## src/include/tmr_defs.svh

```systemverilog
// Register indices, field positions, reset values and timing counts of the timer block.
`ifndef TMR_DEFS_SVH
`define TMR_DEFS_SVH

// Register indices; the byte address on the bus is four times the index.
`define TMR_IDX_CTRL      8'h88
`define TMR_IDX_MODE      8'h89
`define TMR_IDX_A_LO      8'h8A
`define TMR_IDX_B_LO      8'h8B
`define TMR_IDX_A_HI      8'h8C
`define TMR_IDX_B_HI      8'h8D
`define TMR_IDX_IRQ_STAT  8'h90
`define TMR_IDX_IRQ_MASK  8'h91

// Fields of timer_control_flags.
`define TMR_CTRL_B_OVF    7
`define TMR_CTRL_B_RUN    6
`define TMR_CTRL_A_OVF    5
`define TMR_CTRL_A_RUN    4
`define TMR_CTRL_B_EDGE   3
`define TMR_CTRL_B_TYPE   2
`define TMR_CTRL_A_EDGE   1
`define TMR_CTRL_A_TYPE   0

// Fields of timer_mode_select.
`define TMR_MODE_A_SEL    1:0
`define TMR_MODE_A_CNT    2
`define TMR_MODE_A_GATE   3
`define TMR_MODE_B_SEL    5:4
`define TMR_MODE_B_CNT    6
`define TMR_MODE_B_GATE   7

// Event bits of status, mask, flag output and acknowledge.
`define TMR_EV_A_OVF      0
`define TMR_EV_B_OVF      1
`define TMR_EV_A_EDGE     2
`define TMR_EV_B_EDGE     3

`define TMR_RST_BYTE      8'h00
`define TMR_RST_EV        4'h0
`define TMR_RST_WORD      32'h0000_0000
`define TMR_MACHINE_CYCLE 12

`endif

```

## src/include/tmr_pkg.sv

```systemverilog
// Types shared by the timer block.
package tmr_pkg;

    typedef enum logic [1:0] {
        TMR_MODE13,
        TMR_MODE16,
        TMR_RELOAD8,
        TMR_SPLIT
    } tmr_mode_e;

    typedef struct packed {
        logic       ovf;
        logic [7:0] hi;
        logic [7:0] lo;
    } tmr_cnt_s;

    typedef struct packed {
        logic cnt_a;
        logic cnt_b;
        logic irq_a;
        logic irq_b;
    } tmr_pins_s;

endpackage

```

## src/hdl/tmr_top.sv

```systemverilog
// Dual timer/counter with external interrupt flags behind an Avalon-MM slave.
`timescale 1ns/1ps
`default_nettype none
`include "tmr_defs.svh"

module tmr_top
    import tmr_pkg::*;
#(
    parameter int PRESCALE = `TMR_MACHINE_CYCLE
)(
    input  wire logic        CLK_SYS_I,
    input  wire logic        RST_N_I,
    input  wire logic [9:0]  AVS_ADDRESS_I,
    input  wire logic        AVS_READ_I,
    input  wire logic        AVS_WRITE_I,
    input  wire logic [31:0] AVS_WRITEDATA_I,
    input  wire logic [3:0]  AVS_BYTEENABLE_I,
    output logic      [31:0] AVS_READDATA_O,
    output logic             AVS_WAITREQUEST_O,
    input  wire logic        COUNT_INPUT_A_I,
    input  wire logic        COUNT_INPUT_B_I,
    input  wire logic        EXT_IRQ_A_PIN_I,
    input  wire logic        EXT_IRQ_B_PIN_I,
    input  wire logic [3:0]  IRQ_ACK_I,
    output logic      [3:0]  FLAGS_O,
    output logic             IRQ_O
);

    if (PRESCALE < 2 || PRESCALE > 16)
    begin
        $error("PRESCALE must lie between 2 and 16");
    end

    // Steps one timer; in split arrangement only the low byte, the split high byte stays outside.
    function automatic tmr_cnt_s step(input tmr_mode_e mode, input logic [7:0] lo,
                                      input logic [7:0] hi, input logic inc);
        tmr_cnt_s   r;
        logic [13:0] c13;
        logic [16:0] c16;
        logic [8:0]  c8;
        r   = '{ovf: 1'b0, hi: hi, lo: lo};
        c13 = {1'b0, hi, lo[4:0]} + 14'h0001;
        c16 = {1'b0, hi, lo} + 17'h0_0001;
        c8  = {1'b0, lo} + 9'h001;
        unique case (mode)
            TMR_MODE13:
            begin
                r.lo = {3'b000, lo[4:0]};
                if (inc)
                begin
                    r = '{ovf: c13[13], hi: c13[12:5], lo: {3'b000, c13[4:0]}};
                end
            end
            TMR_MODE16:
            begin
                if (inc)
                begin
                    r = '{ovf: c16[16], hi: c16[15:8], lo: c16[7:0]};
                end
            end
            TMR_RELOAD8:
            begin
                if (inc)
                begin
                    r.ovf = c8[8];
                    r.lo  = c8[8] ? hi : c8[7:0];
                end
            end
            TMR_SPLIT:
            begin
                if (inc)
                begin
                    r.ovf = c8[8];
                    r.lo  = c8[7:0];
                end
            end
        endcase
        return r;
    endfunction

    // Flag update: hardware set beats both software write and acknowledge.
    function automatic logic flag_upd(input logic cur, input logic set, input logic wr,
                                      input logic wval, input logic ack);
        return set | (wr ? wval : (cur & ~ack));
    endfunction

    // Pins come from outside the clock domain; only the second stage is read.
    tmr_pins_s   pin_meta_reg;
    tmr_pins_s   pin_sync_reg;
    logic [3:0]  presc_reg;
    logic [1:0]  samp_cur_reg;
    logic [1:0]  samp_prev_reg;
    logic [1:0]  irq_prev_reg;
    logic [7:0]  ctrl_reg;
    logic [7:0]  mode_reg;
    logic [7:0]  a_lo_reg;
    logic [7:0]  a_hi_reg;
    logic [7:0]  b_lo_reg;
    logic [7:0]  b_hi_reg;
    logic [3:0]  stat_reg;
    logic [3:0]  mask_reg;
    logic        wait_reg;
    logic [31:0] rdata_reg;
    logic        irq_reg;

    logic        tick;
    logic        req;
    logic        done;
    logic [7:0]  idx;
    logic        wr_lane;
    logic        rd_done;
    tmr_mode_e   mode_a;
    tmr_mode_e   mode_b;
    logic        fall_cnt_a;
    logic        fall_cnt_b;
    logic        fall_irq_a;
    logic        fall_irq_b;
    logic        en_a;
    logic        en_b;
    logic        inc_a;
    logic        inc_b;
    logic        inc_split;
    tmr_cnt_s    nxt_a;
    tmr_cnt_s    nxt_b;
    logic [8:0]  split_hi;
    logic [3:0]  ev_set;
    logic [7:0]  ctrl_next;
    logic [7:0]  rd_mux;

    assign tick = presc_reg == 4'(PRESCALE - 1);
    assign req  = AVS_READ_I | AVS_WRITE_I;
    // The request completes in the cycle where waitrequest stands low.
    assign done    = req & ~wait_reg;
    assign idx     = AVS_ADDRESS_I[9:2];
    assign wr_lane = done & AVS_WRITE_I & AVS_BYTEENABLE_I[0];
    assign rd_done = done & AVS_READ_I;
    assign mode_a  = tmr_mode_e'(mode_reg[`TMR_MODE_A_SEL]);
    assign mode_b  = tmr_mode_e'(mode_reg[`TMR_MODE_B_SEL]);

    // Pin edges on counter inputs are judged from two machine-cycle samples.
    assign fall_cnt_a = tick & samp_prev_reg[0] & ~samp_cur_reg[0];
    assign fall_cnt_b = tick & samp_prev_reg[1] & ~samp_cur_reg[1];
    assign fall_irq_a = irq_prev_reg[0] & ~pin_sync_reg.irq_a;
    assign fall_irq_b = irq_prev_reg[1] & ~pin_sync_reg.irq_b;

    assign en_a = ctrl_reg[`TMR_CTRL_A_RUN]
                & (~mode_reg[`TMR_MODE_A_GATE] | pin_sync_reg.irq_a);
    assign en_b = ctrl_reg[`TMR_CTRL_B_RUN]
                & (~mode_reg[`TMR_MODE_B_GATE] | pin_sync_reg.irq_b);
    assign inc_a = en_a & (mode_reg[`TMR_MODE_A_CNT] ? fall_cnt_a : tick);
    assign inc_b = en_b & (mode_b != TMR_SPLIT)
                 & (mode_reg[`TMR_MODE_B_CNT] ? fall_cnt_b : tick);
    assign inc_split = (mode_a == TMR_SPLIT) & tick & ctrl_reg[`TMR_CTRL_B_RUN];

    always_comb
    begin
        nxt_a    = step(mode_a, a_lo_reg, a_hi_reg, inc_a);
        nxt_b    = step(mode_b, b_lo_reg, b_hi_reg, inc_b);
        split_hi = {1'b0, a_hi_reg} + 9'(inc_split);
        ev_set   = 4'h0;
        ev_set[`TMR_EV_A_OVF]  = nxt_a.ovf;
        // While timer A is split, timer B still runs but no longer owns its flag.
        ev_set[`TMR_EV_B_OVF]  = (mode_a == TMR_SPLIT) ? split_hi[8] : nxt_b.ovf;
        ev_set[`TMR_EV_A_EDGE] = ctrl_reg[`TMR_CTRL_A_TYPE] ? fall_irq_a
                                                            : ~pin_sync_reg.irq_a;
        ev_set[`TMR_EV_B_EDGE] = ctrl_reg[`TMR_CTRL_B_TYPE] ? fall_irq_b
                                                            : ~pin_sync_reg.irq_b;
    end

    always_comb
    begin
        ctrl_next = ctrl_reg;
        if (wr_lane && idx == `TMR_IDX_CTRL)
        begin
            ctrl_next = AVS_WRITEDATA_I[7:0];
        end
        ctrl_next[`TMR_CTRL_A_OVF] = flag_upd(ctrl_reg[`TMR_CTRL_A_OVF], ev_set[`TMR_EV_A_OVF],
            wr_lane && idx == `TMR_IDX_CTRL, AVS_WRITEDATA_I[`TMR_CTRL_A_OVF],
            IRQ_ACK_I[`TMR_EV_A_OVF]);
        ctrl_next[`TMR_CTRL_B_OVF] = flag_upd(ctrl_reg[`TMR_CTRL_B_OVF], ev_set[`TMR_EV_B_OVF],
            wr_lane && idx == `TMR_IDX_CTRL, AVS_WRITEDATA_I[`TMR_CTRL_B_OVF],
            IRQ_ACK_I[`TMR_EV_B_OVF]);
        ctrl_next[`TMR_CTRL_A_EDGE] = flag_upd(ctrl_reg[`TMR_CTRL_A_EDGE],
            ev_set[`TMR_EV_A_EDGE], 1'b0, 1'b0, IRQ_ACK_I[`TMR_EV_A_EDGE]);
        ctrl_next[`TMR_CTRL_B_EDGE] = flag_upd(ctrl_reg[`TMR_CTRL_B_EDGE],
            ev_set[`TMR_EV_B_EDGE], 1'b0, 1'b0, IRQ_ACK_I[`TMR_EV_B_EDGE]);
    end

    always_comb
    begin
        unique case (idx)
            `TMR_IDX_CTRL:     rd_mux = ctrl_reg;
            `TMR_IDX_MODE:     rd_mux = mode_reg;
            `TMR_IDX_A_LO:     rd_mux = a_lo_reg;
            `TMR_IDX_B_LO:     rd_mux = b_lo_reg;
            `TMR_IDX_A_HI:     rd_mux = a_hi_reg;
            `TMR_IDX_B_HI:     rd_mux = b_hi_reg;
            `TMR_IDX_IRQ_STAT: rd_mux = {4'h0, stat_reg};
            `TMR_IDX_IRQ_MASK: rd_mux = {4'h0, mask_reg};
            default:           rd_mux = 8'h00;
        endcase
    end

    always_ff @(posedge CLK_SYS_I or negedge RST_N_I)
    begin
        if (!RST_N_I)
        begin
            // Pins idle high, so reset to that level to avoid a false event after release.
            pin_meta_reg  <= '1;
            pin_sync_reg  <= '1;
            irq_prev_reg  <= 2'b11;
            samp_cur_reg  <= 2'b11;
            samp_prev_reg <= 2'b11;
        end
        else
        begin
            pin_meta_reg  <= '{cnt_a: COUNT_INPUT_A_I, cnt_b: COUNT_INPUT_B_I,
                              irq_a: EXT_IRQ_A_PIN_I, irq_b: EXT_IRQ_B_PIN_I};
            pin_sync_reg  <= pin_meta_reg;
            irq_prev_reg  <= {pin_sync_reg.irq_b, pin_sync_reg.irq_a};
            if (tick)
            begin
                samp_cur_reg  <= {pin_sync_reg.cnt_b, pin_sync_reg.cnt_a};
                samp_prev_reg <= samp_cur_reg;
            end
        end
    end

    always_ff @(posedge CLK_SYS_I or negedge RST_N_I)
    begin
        if (!RST_N_I)
        begin
            presc_reg <= 4'h0;
        end
        else
        begin
            presc_reg <= tick ? 4'h0 : presc_reg + 4'h1;
        end
    end

    // A software write to a count byte wins over a count step in the same cycle.
    always_ff @(posedge CLK_SYS_I or negedge RST_N_I)
    begin
        if (!RST_N_I)
        begin
            a_lo_reg <= `TMR_RST_BYTE;
            a_hi_reg <= `TMR_RST_BYTE;
            b_lo_reg <= `TMR_RST_BYTE;
            b_hi_reg <= `TMR_RST_BYTE;
        end
        else
        begin
            a_lo_reg <= (wr_lane && idx == `TMR_IDX_A_LO) ? AVS_WRITEDATA_I[7:0] : nxt_a.lo;
            b_lo_reg <= (wr_lane && idx == `TMR_IDX_B_LO) ? AVS_WRITEDATA_I[7:0] : nxt_b.lo;
            b_hi_reg <= (wr_lane && idx == `TMR_IDX_B_HI) ? AVS_WRITEDATA_I[7:0] : nxt_b.hi;
            if (wr_lane && idx == `TMR_IDX_A_HI)
            begin
                a_hi_reg <= AVS_WRITEDATA_I[7:0];
            end
            else if (mode_a == TMR_SPLIT)
            begin
                a_hi_reg <= split_hi[7:0];
            end
            else
            begin
                a_hi_reg <= nxt_a.hi;
            end
        end
    end

    always_ff @(posedge CLK_SYS_I or negedge RST_N_I)
    begin
        if (!RST_N_I)
        begin
            ctrl_reg <= `TMR_RST_BYTE;
            mode_reg <= `TMR_RST_BYTE;
            mask_reg <= `TMR_RST_EV;
        end
        else
        begin
            ctrl_reg <= ctrl_next;
            if (wr_lane && idx == `TMR_IDX_MODE)
            begin
                mode_reg <= AVS_WRITEDATA_I[7:0];
            end
            if (wr_lane && idx == `TMR_IDX_IRQ_MASK)
            begin
                mask_reg <= AVS_WRITEDATA_I[3:0];
            end
        end
    end

    // Only bits that the finished read reported are cleared, so a newer event survives.
    always_ff @(posedge CLK_SYS_I or negedge RST_N_I)
    begin
        if (!RST_N_I)
        begin
            stat_reg <= `TMR_RST_EV;
            irq_reg  <= 1'b0;
        end
        else
        begin
            stat_reg <= ev_set | (stat_reg & ~((rd_done && idx == `TMR_IDX_IRQ_STAT)
                                               ? rdata_reg[3:0] : 4'h0));
            irq_reg  <= |(stat_reg & mask_reg);
        end
    end

    always_ff @(posedge CLK_SYS_I or negedge RST_N_I)
    begin
        if (!RST_N_I)
        begin
            wait_reg  <= 1'b1;
            rdata_reg <= `TMR_RST_WORD;
        end
        else
        begin
            wait_reg <= ~(req & wait_reg);
            if (req && wait_reg)
            begin
                rdata_reg <= {24'h00_0000, rd_mux};
            end
        end
    end

    assign AVS_READDATA_O    = rdata_reg;
    assign AVS_WAITREQUEST_O = wait_reg;
    assign FLAGS_O           = {ctrl_reg[`TMR_CTRL_B_EDGE], ctrl_reg[`TMR_CTRL_A_EDGE],
                                ctrl_reg[`TMR_CTRL_B_OVF], ctrl_reg[`TMR_CTRL_A_OVF]};
    assign IRQ_O             = irq_reg;
endmodule
`default_nettype wire

```

## config.mk

```make
export PLATFORM = sky130hd
export DESIGN_NAME = tmr_top
export DESIGN_NICKNAME = d
export VERILOG_FILES = /design/src/include/tmr_pkg.sv /design/src/hdl/tmr_top.sv
export VERILOG_INCLUDE_DIRS = /design/src /design/src/include
export SDC_FILE = /design/constraint.sdc
export NUM_CORES = 1
export LEC_CHECK = 0
export BUFFER_PORTS_ARGS = -buffer_cell sky130_fd_sc_hd__clkbuf_2
export CAP_MARGIN = 40
export CORE_ASPECT_RATIO = 1.25
export CORE_MARGIN = 2
export CORE_UTILIZATION = 55
export DETAILED_ROUTE_END_ITERATION = 8
export PLACE_DENSITY = 0.79
export SLEW_MARGIN = 20
export SYNTH_ARGS = -nofsm -noshare
export SYNTH_HDL_FRONTEND = slang
export SYNTH_SLANG_ARGS = --single-unit
export TNS_END_PERCENT = 50
```

## constraint.sdc

```tcl
create_clock -name CLK_SYS_I -period 5.7 [get_ports CLK_SYS_I]
set_clock_uncertainty 0.2 [all_clocks]
set_input_delay 0.285 -clock CLK_SYS_I [delete_from_list [all_inputs] [get_ports CLK_SYS_I]]
set_output_delay 0.285 -clock CLK_SYS_I [all_outputs]
set_load 0.01 [all_outputs]
```

==> metrics <==
mapped cell area=0.005509 mm²; vias=4914; nets=691; Setup TNS=0 ps; largest net degree at the start of global routing=55; hold crit path type=primary input to register; Clk pin slew, worst setup/hold paths=70 ps; R2R depth=7; post-placement cell count=735; post-synthesis register bit count=84; antenna cells=0; Final ANT Viol Nets=0; Starting Density=57.03%; Crit Path Max Fanout=22; last element of the critical path=ctrl_reg[7]; CP startpoint=mode_reg[1]; hpwl dp=11120 µm; final core occ=62.21%; die height=115.9 µm; Post-Route WL=15860 µm; Post-CTS Setup Bufs=0; Post-synth EDFFs=0; met2 wire length=7743 µm; Avg Cell Area, Syn=9.166 µm²; slack of the critical path=2737 ps; clk buf depth=2; Clock Root Buffer=clkbuf_16; Ports=96; post-CTS sizing=0; pre-CTS WS=2906 ps; reg2reg start=mode_reg[1]; Slew Viols, Final=0; reg2reg setup slack=2740 ps; GRT Resource Usage Total=30.62%; ys async rst share=100.0%; Worst Tran Pin Value=917.9 ps; Leakage=2.379 nW; vias in the first global route=4770; DR top layer=met4; fillcell total=803; Port-buffer cells=42; Slew Limit Headroom=38.81%; critical path required time=5790 ps; number of clock sinks=84; CTS H-tree depth=3; row count=40; Max Freq=337.5 MHz; Final Setup Violations=0; reg2reg end=ctrl_reg[7]; metal3 WL=1252 µm; clock tree from TritonCTS=done; Yosys Warn Count=0; crit path kind=register to register; floorplan core area=0.009659 mm²; worst endpoint data arrival time=3050 ps; Post-Syn Instances=601; layout cell share with drive strength beyond 1=19.91%; PwrDens=256.3 mW/mm²; Distinct cells, synth=74; CP Launch Type=register; wire length of the first global-routing pass=25270 µm; width of the die=93.52 µm; clk_lat worst skew=350 ps; status=completed; final hold viol count=0; DRC violations left=0; grt total ovfl=0; Max Cap Violations=0; min Tclk post-route=2963 ps; wire per inst=20.90 µm; detailed router's first-iteration violation count=539; RSZ-0062 raised after global routing=false; crit share post-route=51.98%; CP Capture Type=register; drt pass-1 iters=5; area delta synth->final=9.085%; Die Area=0.01084 mm²; initial antenna violation count=0; via/cell ratio=6.474; CTS buffer count=9; final non-filler cell total=759; sequential area share after synthesis=38.50%; CTS Hold Buffers Added=7; Max IR drop VDD=0.1819 mV; ys flop type=dfrtp_1; M1 wire length=6075 µm; RePlAce Congestion=0.9497
-- cell usage in the layout, fill, tap and decap left out, types with 5 or more instances in the layout --
cell type,count
and3_1,6
a21o_1,5
nor3_1,17
a211oi_1,6
dfstp_2,15
dfrtp_1,69
nor4_1,6
clkbuf_2,41
mux2_2,25
a22oi_1,6
nand4_1,14
nor2b_1,7
nand2_1,73
nand2b_1,6
mux2i_1,15
xnor2_1,9
ha_1,5
clkbuf_16,9
dlygate4sd3_1,7
mux4_2,5
conb_1,24
o31ai_1,8
a21oi_1,25
o21ai_1,6
inv_1,12
nand3_1,17
nor2_1,41
o21ai_0,48
xor2_1,10
-- synth_stat cells, drive strengths merged, types with 5 or more instances --
| cell | number | area (µm²) |
|---|---|---|
| a21o | 5 | 37.54 |
| xor2 | 10 | 87.58 |
| and3 | 6 | 37.54 |
| nand2 | 73 | 274.0 |
| nand3 | 18 | 95.09 |
| nand4 | 15 | 100.1 |
| o31ai | 8 | 60.06 |
| a22oi | 6 | 45.04 |
| o21ai | 54 | 270.3 |
| nor2b | 7 | 43.79 |
| nand3b | 5 | 41.29 |
| buf | 45 | 302.8 |
| inv | 12 | 45.04 |
| mux2 | 25 | 281.5 |
| xnor2 | 9 | 78.83 |
| mux4 | 5 | 112.6 |
| nor3 | 21 | 131.4 |
| a211oi | 6 | 45.04 |
| ha | 5 | 62.56 |
| dfstp | 15 | 394.1 |
| nor4 | 8 | 80.08 |
| a21oi | 27 | 142.6 |
| mux2i | 15 | 150.1 |
| clkbuf | 14 | 55.05 |
| nor2 | 42 | 165.2 |
| nand2b | 7 | 51.30 |
| dfrtp | 69 | 1727 |
-- cell type report --
class / count / area (µm²) / area share (%)
clock inverter: 7 / 63.81 / 1.062
inverter: 12 / 45.04 / 0.7495
clock buffer: 9 / 225.2 / 3.748
multi-input combinational: 469 / 3072 / 51.11
sequential: 84 / 2121 / 35.29
timing repair buffer: 52 / 325.3 / 5.413
tap: 126 / 157.7 / 2.623
-- per-stage QoR --
step	hold slack [ps]	cell area, µm²	power [W]
finish	41.88	6010	0.001540
global route	66.74	6010	0.001598
CTS	52.05	6002	0.001535
detailed placement	55.07	5643	0.0009579
global placement	145.2	5615	0.0009473
floorplan	-210.6	5595	0.0008837
-- how the worst min path moves through the flow --
stage          slack [ps]  cells after the start           endpoint            start
4_1_cts                50                      3        ctrl_reg[5]     IRQ_ACK_I[0]
5_1_grt                70                      3        ctrl_reg[5]     IRQ_ACK_I[0]
3_3_place_gp          150                      0    pin_sync_reg[3]  pin_meta_reg[3]
2_1_floorplan        -210                      0  AVS_READDATA_O[0]          RST_N_I
3_5_place_dp           60                      1       presc_reg[0]          RST_N_I
6_report               40                      3        ctrl_reg[5]     IRQ_ACK_I[0]
-- logic make-up after synthesis --
family          Yosys count  share of synthesized area, %
compound gates          156                         18.69
xor+xnor                 19                         3.021
fa+ha+maj                 5                         1.136
buf+inv                  71                         7.313
flops                    84                         38.50
mux                      45                         9.880
other cells               1                       0.06807
simple gates            220                         21.39
-- critical path: stages, from the launching register on --
cell and delay, ps:
dfrtp_1 810, nand2_1 320, nor2_1 180, ha_1 250
ha_1 260, nand4_1 100, o21ai_0 590, a211o_1 180
-- power by group --
part           total, W  switching [W]  leakage, nW  internal [W]
clock          0.000582       0.000276        0.137      0.000306
sequential     0.000725      0.0000881        0.982      0.000637
combinational  0.000233       0.000127         1.26      0.000107
-- per-layer routing --
| metal | up-vias | track usage [%] |
|---|---|---|
| li1 | 2216 | - |
| met1 | 2381 | 38.47 |
| met2 | 267 | 50.36 |
| met3 | 50 | 5.202 |
| met4 | 0 | 16.76 |
| met5 | - | 0 |
Note: power is estimated with default switching activity, not from simulation.
